==> src/inc/rtsd_consts.vh <==
/*
  Constants of the supply, oscillator and battery status-detection block:
  register offsets, field positions, reset values and timing figures.
  Assumes a single 25 MHz core clock and a 4-bit register address space.
*/
// Overview of operation
// - The power-up flag goes to 1 whenever supply rises from 0 V and holds until cleared.
// - Writing 0 to the power-up flag clears it and releases the held registers; writing 1 does nothing.
// - While the power-up flag is 1, alarm, RAM, trim and control bits are held at 0.
// - A power-up event releases both interrupt pins to the off state.
// - After power-up the second control register reads 1 in bits 6, 5 and 4, else 0.
// - Read-only bits such as debounce select always read 0 and ignore writes.
// - A detected oscillator stop drives the oscillator-halt flag to 0.
// - After software writes 1 to the halt flag, a later stop clears it to 0 again.
// - A battery input below threshold sets the battery-low flag, held until cleared.
// - Writing 0 to the battery-low flag clears it and restarts monitoring; 1 is ignored.
// - The battery monitor samples only during a 7.8 ms window in each one-second period.
// - While the battery-low flag is 1, battery sampling is suspended entirely.
`ifndef RTSD_CONSTS_VH
`define RTSD_CONSTS_VH

// register offsets
`define RTSD_ADDR_RAM       4'h6
`define RTSD_ADDR_TRIM      4'h7
`define RTSD_ADDR_ALM_FIRST 4'h8
`define RTSD_ADDR_ALM_LAST  4'hc
`define RTSD_ADDR_CTRL1     4'he
`define RTSD_ADDR_CTRL2     4'hf

// first control register fields
`define RTSD_C1_WK_EN   7
`define RTSD_C1_MO_EN   6
`define RTSD_C1_DEBSEL  5
`define RTSD_C1_EDGE_EN 4

// second control register fields
`define RTSD_C2_BANK    7
`define RTSD_C2_BATLOW  6
`define RTSD_C2_OSCHLT  5
`define RTSD_C2_PWRUP   4
`define RTSD_C2_EDGE    3
`define RTSD_C2_TICK    2
`define RTSD_C2_WKHIT   1
`define RTSD_C2_MOHIT   0

// reset values
`define RTSD_C2_RESET   8'h70
`define RTSD_ZERO_BYTE  8'h00
`define RTSD_C1_RO_MASK 8'hdf

// timing
`define RTSD_CLK_HZ       25000000
`define RTSD_PERIOD_US    1000000
`define RTSD_WINDOW_US    7800
`define RTSD_PERIOD_CYC   ((`RTSD_CLK_HZ / 1000000) * `RTSD_PERIOD_US)
`define RTSD_WINDOW_CYC   ((`RTSD_CLK_HZ / 1000000) * `RTSD_WINDOW_US)
`define RTSD_SYNC_STAGES  2

`endif

==> src/design/rtsd_sync.v <==
/*
  Two-stage level synchroniser for a group of detector inputs.
  Assumes the detector levels come from logic outside the core clock.
*/
`timescale 1ns/1ps
`default_nettype none

module rtsd_sync #(
  parameter WIDTH = 3
) (
  input  wire             i_core_clk,
  input  wire             i_resetn,
  input  wire [WIDTH-1:0] i_async,
  output wire [WIDTH-1:0] o_sync
);

  reg [WIDTH-1:0] meta_reg;
  reg [WIDTH-1:0] sync_reg;

  // first stage feeds only the second stage
  always @(posedge i_core_clk) begin
    if (!i_resetn) begin
      meta_reg <= {WIDTH{1'b0}};
      sync_reg <= {WIDTH{1'b0}};
    end else begin
      meta_reg <= i_async;
      sync_reg <= meta_reg;
    end
  end

  assign o_sync = sync_reg;

endmodule // rtsd_sync

`default_nettype wire

==> src/design/rtsd_batt_sampler.v <==
/*
  Battery-monitor sampling timer: opens a short window once per period.
  Assumes one core clock; counts are parameters so simulation can shorten them.
*/
`timescale 1ns/1ps
`default_nettype none

module rtsd_batt_sampler #(
  parameter PERIOD_CYC = 25000000,
  parameter WINDOW_CYC = 195000,
  parameter CNT_W      = 25
) (
  input  wire i_core_clk,
  input  wire i_resetn,
  input  wire i_run,
  input  wire i_restart,
  output wire o_window
);

  localparam [CNT_W-1:0] LAST = PERIOD_CYC - 1;
  localparam [CNT_W-1:0] WIN  = WINDOW_CYC;

  reg [CNT_W-1:0] cnt_reg;
  reg             win_reg;

  // period counter, frozen while sampling is suspended
  always @(posedge i_core_clk) begin
    if (!i_resetn || i_restart) begin
      cnt_reg <= {CNT_W{1'b0}};
      win_reg <= 1'b0;
    end else if (i_run) begin
      if (cnt_reg == LAST) begin
        cnt_reg <= {CNT_W{1'b0}};
      end else begin
        cnt_reg <= cnt_reg + {{(CNT_W-1){1'b0}}, 1'b1};
      end
      win_reg <= (cnt_reg < WIN); // window at the start of each period
    end else begin
      win_reg <= 1'b0; // no sampling while flag set
    end
  end

  assign o_window = win_reg & i_run;

endmodule // rtsd_batt_sampler

`default_nettype wire

==> src/design/rtsd_top.v <==
/*
  Status-detection block of a clock/calendar device: power-up, oscillator
  halt and battery-low flags in the second control register, with the
  power-up initialisation of alarm, RAM, trim and control registers.
  Assumes a serial-bus front end outside that presents single-cycle read
  and write strobes with a 4-bit offset, and detector levels from analog
  circuits outside the core clock.
*/
`timescale 1ns/1ps
`default_nettype none
`include "rtsd_consts.vh"

module rtsd_top #(
  parameter PERIOD_CYC = `RTSD_PERIOD_CYC,
  parameter WINDOW_CYC = `RTSD_WINDOW_CYC,
  parameter ALM_WORDS  = 5
) (
  input  wire       i_core_clk,
  input  wire       i_resetn,
  input  wire [3:0] i_reg_addr,
  input  wire       i_reg_wr,
  input  wire       i_reg_rd,
  input  wire [7:0] i_reg_wdata,
  output wire [7:0] o_reg_rdata,
  input  wire       i_supply_rise_det,
  input  wire       i_osc_stop_det,
  input  wire       i_backup_supply_low,
  input  wire [4:0] i_event_hits,
  output wire       o_batt_sample,
  output wire       o_irq_out_a,
  output wire       o_irq_out_a_oe,
  output wire       o_irq_out_b,
  output wire       o_irq_out_b_oe
);

  // decode helper shared by the write and read paths
  function is_alarm;
    input [3:0] addr;
    begin
      is_alarm = (addr >= `RTSD_ADDR_ALM_FIRST) && (addr <= `RTSD_ADDR_ALM_LAST);
    end
  endfunction

  reg [7:0] alarm_reg [0:ALM_WORDS-1];
  reg [7:0] ram_reg;
  reg [7:0] trim_reg;
  reg [7:0] ctrl1_reg;
  reg       power_up_flag_reg;
  reg       osc_halt_flag_reg;
  reg       battery_low_flag_reg;
  reg       bank_stamp_hit_reg;
  reg       edge_event_hit_reg;
  reg       periodic_tick_hit_reg;
  reg       weekday_alarm_hit_reg;
  reg       monthday_alarm_hit_reg;
  reg [7:0] rdata_reg;
  reg       irq_a_reg;
  reg       irq_b_reg;
  reg       pwr_seen_reg;
  reg       osc_seen_reg;

  wire [2:0] det_sync;
  wire       pwr_sync;
  wire       osc_sync;
  wire       bat_sync;
  wire       pwr_event;
  wire       osc_event;
  wire       bat_window;
  wire       bat_event;
  wire       wr_ctrl2;
  wire       bat_clear;
  wire [7:0] ctrl2_view;
  wire [2:0] alm_idx;

  // detector levels cross into the core clock before use
  rtsd_sync #(
    .WIDTH (3)
  ) u_sync (
    .i_core_clk (i_core_clk),
    .i_resetn   (i_resetn),
    .i_async    ({i_backup_supply_low, i_osc_stop_det, i_supply_rise_det}),
    .o_sync     (det_sync)
  );

  assign pwr_sync = det_sync[0];
  assign osc_sync = det_sync[1];
  assign bat_sync = det_sync[2];

  // rising edges only; a held detector level is one event
  always @(posedge i_core_clk) begin
    if (!i_resetn) begin
      pwr_seen_reg <= 1'b0;
      osc_seen_reg <= 1'b0;
    end else begin
      pwr_seen_reg <= pwr_sync;
      osc_seen_reg <= osc_sync;
    end
  end

  assign pwr_event = pwr_sync & ~pwr_seen_reg;
  assign osc_event = osc_sync & ~osc_seen_reg;

  assign wr_ctrl2  = i_reg_wr && (i_reg_addr == `RTSD_ADDR_CTRL2);
  // only a written 0 clears the battery flag and restarts the sampler
  assign bat_clear = wr_ctrl2 && !i_reg_wdata[`RTSD_C2_BATLOW];

  rtsd_batt_sampler #(
    .PERIOD_CYC (PERIOD_CYC),
    .WINDOW_CYC (WINDOW_CYC),
    .CNT_W      (25)
  ) u_sampler (
    .i_core_clk (i_core_clk),
    .i_resetn   (i_resetn),
    .i_run      (~battery_low_flag_reg),
    .i_restart  (bat_clear),
    .o_window   (bat_window)
  );

  // sampling stops once the flag is up
  assign bat_event     = bat_window & bat_sync & ~battery_low_flag_reg;
  assign o_batt_sample = bat_window;

  // power-up flag: event sets, software 0 clears, set wins over clear
  always @(posedge i_core_clk) begin
    if (!i_resetn) begin
      power_up_flag_reg <= 1'b1;
    end else if (pwr_event) begin
      power_up_flag_reg <= 1'b1;
    end else if (wr_ctrl2 && !i_reg_wdata[`RTSD_C2_PWRUP]) begin
      power_up_flag_reg <= 1'b0; // writing 1 leaves it alone
    end
  end

  // oscillator-halt flag: power-up presets 1, a stop forces 0
  always @(posedge i_core_clk) begin
    if (!i_resetn) begin
      osc_halt_flag_reg <= 1'b1;
    end else if (osc_event) begin
      osc_halt_flag_reg <= 1'b0; // stop wins over a same-cycle write
    end else if (pwr_event) begin
      osc_halt_flag_reg <= 1'b1;
    end else if (wr_ctrl2) begin
      osc_halt_flag_reg <= i_reg_wdata[`RTSD_C2_OSCHLT]; // re-arm by writing 1
    end
  end

  // battery-low flag: sampled drop sets, written 0 clears, set wins
  always @(posedge i_core_clk) begin
    if (!i_resetn) begin
      battery_low_flag_reg <= 1'b1;
    end else if (bat_event || pwr_event) begin
      battery_low_flag_reg <= 1'b1; // and
    end else if (bat_clear) begin
      battery_low_flag_reg <= 1'b0;
    end
  end

  // remaining control-2 event bits: sticky, cleared by written 0
  always @(posedge i_core_clk) begin
    if (!i_resetn || power_up_flag_reg || pwr_event) begin
      bank_stamp_hit_reg     <= 1'b0; // held clear during power-up
      edge_event_hit_reg     <= 1'b0;
      periodic_tick_hit_reg  <= 1'b0;
      weekday_alarm_hit_reg  <= 1'b0;
      monthday_alarm_hit_reg <= 1'b0;
    end else begin
      bank_stamp_hit_reg     <= i_event_hits[4] |
                                (bank_stamp_hit_reg & ~(wr_ctrl2 & ~i_reg_wdata[`RTSD_C2_BANK]));
      edge_event_hit_reg     <= i_event_hits[3] |
                                (edge_event_hit_reg & ~(wr_ctrl2 & ~i_reg_wdata[`RTSD_C2_EDGE]));
      periodic_tick_hit_reg  <= i_event_hits[2] |
                                (periodic_tick_hit_reg & ~(wr_ctrl2 & ~i_reg_wdata[`RTSD_C2_TICK]));
      weekday_alarm_hit_reg  <= i_event_hits[1] |
                                (weekday_alarm_hit_reg & ~(wr_ctrl2 & ~i_reg_wdata[`RTSD_C2_WKHIT]));
      monthday_alarm_hit_reg <= i_event_hits[0] |
                                (monthday_alarm_hit_reg & ~(wr_ctrl2 & ~i_reg_wdata[`RTSD_C2_MOHIT]));
    end
  end

  // first alarm offset has zero low bits, so the low bits index the word directly
  assign alm_idx = i_reg_addr[2:0];

  // alarm words; writes ignored and contents cleared while power-up flag is up
  genvar g;
  generate
    for (g = 0; g < ALM_WORDS; g = g + 1) begin : g_alarm
      always @(posedge i_core_clk) begin
        if (!i_resetn || power_up_flag_reg || pwr_event) begin
          alarm_reg[g] <= `RTSD_ZERO_BYTE;
        end else if (i_reg_wr && is_alarm(i_reg_addr) && (alm_idx == g)) begin
          alarm_reg[g] <= i_reg_wdata;
        end
      end
    end
  endgenerate

  // RAM, trim and first control register
  always @(posedge i_core_clk) begin
    if (!i_resetn || power_up_flag_reg || pwr_event) begin
      ram_reg   <= `RTSD_ZERO_BYTE;
      trim_reg  <= `RTSD_ZERO_BYTE;
      ctrl1_reg <= `RTSD_ZERO_BYTE;
    end else if (i_reg_wr) begin
      if (i_reg_addr == `RTSD_ADDR_RAM) begin
        ram_reg <= i_reg_wdata;
      end
      if (i_reg_addr == `RTSD_ADDR_TRIM) begin
        trim_reg <= i_reg_wdata;
      end
      if (i_reg_addr == `RTSD_ADDR_CTRL1) begin
        ctrl1_reg <= i_reg_wdata & `RTSD_C1_RO_MASK; // debounce select stays 0
      end
    end
  end

  assign ctrl2_view = {bank_stamp_hit_reg, battery_low_flag_reg, osc_halt_flag_reg,
                       power_up_flag_reg, edge_event_hit_reg, periodic_tick_hit_reg,
                       weekday_alarm_hit_reg, monthday_alarm_hit_reg};

  // read data captured on the read strobe; unmapped offsets read 0
  always @(posedge i_core_clk) begin
    if (!i_resetn) begin
      rdata_reg <= `RTSD_ZERO_BYTE;
    end else if (i_reg_rd) begin
      if (is_alarm(i_reg_addr)) begin
        rdata_reg <= alarm_reg[alm_idx];
      end else begin
        case (i_reg_addr)
          `RTSD_ADDR_RAM:   rdata_reg <= ram_reg;
          `RTSD_ADDR_TRIM:  rdata_reg <= trim_reg;
          `RTSD_ADDR_CTRL1: rdata_reg <= ctrl1_reg;
          `RTSD_ADDR_CTRL2: rdata_reg <= ctrl2_view;
          default:          rdata_reg <= `RTSD_ZERO_BYTE;
        endcase
      end
    end
  end

  assign o_reg_rdata = rdata_reg;

  // open-drain interrupt pins pull low while an enabled hit is set; the tick hit pulls pin A without an enable
  always @(posedge i_core_clk) begin
    if (!i_resetn || pwr_event || power_up_flag_reg) begin
      irq_a_reg <= 1'b0; // released on power-up
      irq_b_reg <= 1'b0;
    end else begin
      irq_a_reg <= (monthday_alarm_hit_reg & ctrl1_reg[`RTSD_C1_MO_EN]) |
                   (edge_event_hit_reg & ctrl1_reg[`RTSD_C1_EDGE_EN]) |
                   periodic_tick_hit_reg;
      irq_b_reg <= weekday_alarm_hit_reg & ctrl1_reg[`RTSD_C1_WK_EN];
    end
  end

  // pin level is always low when driven; enable high means pulling
  assign o_irq_out_a    = 1'b0;
  assign o_irq_out_a_oe = irq_a_reg;
  assign o_irq_out_b    = 1'b0;
  assign o_irq_out_b_oe = irq_b_reg;

endmodule // rtsd_top

`default_nettype wire

==> config.mk <==
export PLATFORM = sky130hd
export DESIGN_NAME = rtsd_top
export DESIGN_NICKNAME = d
export VERILOG_FILES = /design/src/design/rtsd_sync.v /design/src/design/rtsd_batt_sampler.v /design/src/design/rtsd_top.v
export VERILOG_INCLUDE_DIRS = /design/src /design/src/inc
export SDC_FILE = /design/constraint.sdc
export NUM_CORES = 1
export LEC_CHECK = 0
export BUFFER_PORTS_ARGS = -buffer_cell sky130_fd_sc_hd__buf_2
export CAP_MARGIN = 15
export CELL_PAD_IN_SITES_DETAIL_PLACEMENT = 1
export CELL_PAD_IN_SITES_GLOBAL_PLACEMENT = 2
export CORE_UTILIZATION = 40
export DETAILED_ROUTE_END_ITERATION = 12
export GPL_TIMING_DRIVEN = 0
export PLACE_DENSITY_LB_ADDON = 0.1
export SYNTH_ARGS = -nofsm -noshare
export SYNTH_HDL_FRONTEND = slang
export SYNTH_SLANG_ARGS = --single-unit
==> constraint.sdc <==
create_clock -name i_core_clk -period 5.1 [get_ports i_core_clk]
set_input_delay 0.51 -clock i_core_clk [delete_from_list [all_inputs] [get_ports i_core_clk]]
set_output_delay 0.51 -clock i_core_clk [all_outputs]
set_load 0.005 [all_outputs]
==> results_tabular.tex <==
\begin{tabular}{lr}
\hline
Metric & Value \\
\hline
\multicolumn{2}{l}{\textbf{Run status}} \\
Run status & finished clean \\
\multicolumn{2}{l}{\textbf{Cells and area}} \\
Share of cells above drive strength 1 & 0.133 \\
Antenna diode count & 0 \\
Total Nets Final & 620 \\
Post-layout utilization of the core & 0.488 \\
Max reg flops & 40 \\
Area added between synthesis and finish & 18.2\% \\
\multicolumn{2}{l}{\textbf{Pwr}} \\
Pwr/cell area & 349 nW/µm² \\
Leakage power summed over all cells & 2.32 nW \\
Total design power & 2.16 mW \\
Worst vdd rail ir drop & 0.000216 V \\
\multicolumn{2}{l}{\textbf{Global routing}} \\
Maximum number of pins on one net before global-route repair & 17 \\
Global-route usage over all layers & 0.242 \\
Total grt overflow & 0 \\
First-pass GRT wire length & 23,400 µm \\
Initial antenna violation count & 0 \\
Number of global-route vias before repair & 4,196 \\
\multicolumn{2}{l}{\textbf{CTS}} \\
Clock tree from TritonCTS & built \\
Clk slew on worst S/H paths & 0.05 ns \\
Root buf cell & sky130\_fd\_sc\_hd\_\_clkbuf\_16 \\
Number of H-tree levels & 4 \\
Cts hold-fix bufs & 0 \\
\# resized after CTS & 0 \\
Total setup buffers inserted after CTS & 0 \\
Clock network latency to the later pin of the worst-skew pair & 0.42 ns \\
Sink count of the clock tree & 115 \\
Maximum buffer depth of the clock tree & 2 \\
CTS buffer count & 17 \\
\multicolumn{2}{l}{\textbf{Drt}} \\
Number of vias after detailed routing & 4,294 \\
DRC marker count from the first detailed-route iteration & 240 \\
Final Routed Wirelength & 15,100 µm \\
Number of remaining DRC errors & 0 \\
Drt pass-1 iters & 4 \\
Wire length per cell after detailed routing & 19.3 µm \\
Vias per std cell & 5.51 \\
Antenna viol nets, final & 0 \\
\multicolumn{2}{l}{\textbf{Floorplanning}} \\
Standard-cell rows & 41 \\
Starting density of the core & 0.413 \\
Die Span X & 116 µm \\
Area of the core & 12,700 µm² \\
Number of ports placed on the die boundary & 37 \\
Height of the die & 116 µm \\
Die area & 13,500 µm² \\
\multicolumn{2}{l}{\textbf{Worst setup path}} \\
Register-to-Register Setup Slack & 2.93 ns \\
Critical Path End Type & flop \\
Termination of the worst setup path & ram\_reg[4] \\
CP max FO & 10 \\
WS Path Type & reg -> reg \\
Most frequent cell on the critical path & sky130\_fd\_sc\_hd\_\_clkbuf\_1 \\
Cell class contributing the biggest share of worst-path delay & buffers and inverters \\
WP depth & 5 \\
Startpoint of the lowest-slack register-to-register path & u\_sync.o\_sync[0] \\
Reg2reg end & ram\_reg[4] \\
Slowest stage cell, crit path & sky130\_fd\_sc\_hd\_\_o211ai\_1 \\
CP required & 5.38 ns \\
Startpoint Class & flop \\
Source of the critical timing path & u\_sync.o\_sync[0] \\
Cell-by-cell listing of the critical path & inv\_1 > o211ai\_1 > clkbuf\_1 > clkbuf\_1 > a21oi\_1 \\
Register-to-Register Path Depth & 5 \\
CP max stage delay & 0.67 ns \\
Buf+Inv Stages, Crit Path & 3 \\
Crit path arrival time & 2.45 ns \\
\multicolumn{2}{l}{\textbf{Synthesis}} \\
Count of cell types in the netlist & 56 \\
Average cell area after synthesis & 9.68 µm² \\
Leading post-synthesis cells by cell area & sky130\_fd\_sc\_hd\_\_dfxtp\_1 (29\%), sky130\_fd\_sc\_hd\_\_edfxtp\_1 (23\%), sky130\_fd\_sc\_hd\_\_and2\_1 (6.1\%), sky130\_fd\_sc\_hd\_\_a21oi\_1 (3.9\%), sky130\_fd\_sc\_hd\_\_mux2i\_1 (3.8\%) \\
Register bit count reported by yosys & 115 \\
Post-synth EDFFs & 40 \\
FFs w/ async S/R, synth & 0 \\
Commonest cells post-synth & sky130\_fd\_sc\_hd\_\_dfxtp\_1 (75), sky130\_fd\_sc\_hd\_\_and2\_1 (51), sky130\_fd\_sc\_hd\_\_nand2\_1 (44) \\
Synth Flop Type & sky130\_fd\_sc\_hd\_\_dfxtp\_1 \\
Post-synthesis cell count & 540 \\
Count of yosys warnings during synthesis & 0 \\
Cell type with the largest total area after synthesis & sky130\_fd\_sc\_hd\_\_dfxtp\_1 \\
Cell with the most instances after synthesis & sky130\_fd\_sc\_hd\_\_dfxtp\_1 \\
Sequential share of the synthesized area & 0.517 \\
Fraction of post-synthesis cell area in the top cell type by area & 0.287 \\
Synthesized area & 5230 µm² \\
\multicolumn{2}{l}{\textbf{Place}} \\
Number of I/O port buffers & 31 \\
Post-DP HPWL & 10,700 µm \\
Global placement routability congestion & 0.811 \\
\multicolumn{2}{l}{\textbf{STA}} \\
Fin crit period & 2.17 ns \\
Slew at the pin closest to its max-slew limit & 0.831 ns \\
Max Freq & 460 MHz \\
Post-route setup TNS & 0 ns \\
Setup repair after global routing missed its margin & false \\
Final Cycle Share & 0.426 \\
Post-Route Skew & 0.00655 ns \\
Setup Viol. Count Final & 0 \\
Number of endpoints with negative hold slack in the final report & 0 \\
Worst max-slew margin expressed relative to the limit & 0.444 \\
Pins Over Slew Limit & 0 \\
\multicolumn{2}{l}{\textbf{Min path}} \\
Path class of the lowest-slack min-delay path & in -> reg \\
\multicolumn{2}{l}{\textbf{Job}} \\
Max-cap check violation count & 0 \\
\hline
\end{tabular}
==> worst min path at each step <==
stage / startpoint / cells past startpoint / slack (ns) / to
floorplan: u_sync.meta_reg[0] / 1 / 0.41 / u_sync.o_sync[0]
finish: i_supply_rise_det / 2 / 0.30 / u_sync.meta_reg[0]
detailed placement: u_sync.meta_reg[2] / 1 / 0.42 / u_sync.o_sync[2]
global placement: u_sync.meta_reg[2] / 1 / 0.42 / u_sync.o_sync[2]
CTS: i_backup_supply_low / 2 / 0.29 / u_sync.meta_reg[2]
global route: i_backup_supply_low / 2 / 0.29 / u_sync.meta_reg[2]
==> area by class of cell <==
type / instances / area, µm²
multi-input cells: 376 / 2320
clock inverters: 4 / 20.0
well taps: 172 / 215
inverters: 17 / 63.8
repair buffers: 35 / 178
plain buffers: 33 / 140
fillers: 1468 / 6490
clock buffers: 28 / 537
flip-flops and latches: 115 / 2700
==> cell families after synthesis <==
group / count (synthesis) / synth area share
buffers and inverters: 50 / 0.0390
multiplexers: 20 / 0.0383
flip-flops: 115 / 0.517
AO/OA/AOI/OAI: 113 / 0.138
AND/OR/NAND/NOR: 226 / 0.241
adder cells (fa/ha/maj): 1 / 0.00239
XOR/XNOR: 14 / 0.0235
other: 1 / 0.000717
==> per-layer routing <==
layer,part of all wire,track usage,wire [µm],vias to the layer above
met2,0.46,0.372,6930,93
met5,0,0,0,-
li1,-,-,-,2058
met1,0.48,0.332,7200,2119
met3,0.045,0.0529,682,24
met4,0.018,0.0974,277,0
==> per-stage QoR <==
| step | worst slack [ns] | hold slack (ns) | area (µm²) | cells |
|---|---|---|---|---|
| 6_report | 2.93 | 0.299 | 6180 | 780 |
| 5_1_grt | 2.73 | 0.292 | 6180 | 780 |
| 4_1_cts | 2.70 | 0.288 | 6160 | 776 |
| 3_3_place_gp | 2.42 | 0.416 | 5600 | 744 |
| 3_5_place_dp | 2.26 | 0.423 | 5600 | 744 |
| 2_1_floorplan | 2.94 | 0.412 | 5230 | 541 |
==> placed cells by master (no fill, tap or decap), types with 20 or more instances in the layout <==
master and count:
sky130_fd_sc_hd__a21oi_1 41, sky130_fd_sc_hd__edfxtp_1 40, sky130_fd_sc_hd__mux2i_1 20, sky130_fd_sc_hd__o21ai_0 30, sky130_fd_sc_hd__clkbuf_1 26, sky130_fd_sc_hd__nand3_1 29
sky130_fd_sc_hd__nor2_1 27, sky130_fd_sc_hd__dfxtp_1 75, sky130_fd_sc_hd__and2_1 51, sky130_fd_sc_hd__buf_2 41, sky130_fd_sc_hd__nand2_1 44
==> power by group <==
group | switching (mW) | internal, mW
Sequential | 0.00397 | 0.953
Clock | 0.396 | 0.707
Combinational | 0.0668 | 0.0308
Total | 0.467 | 1.69
(Power assumes the default switching activity.)
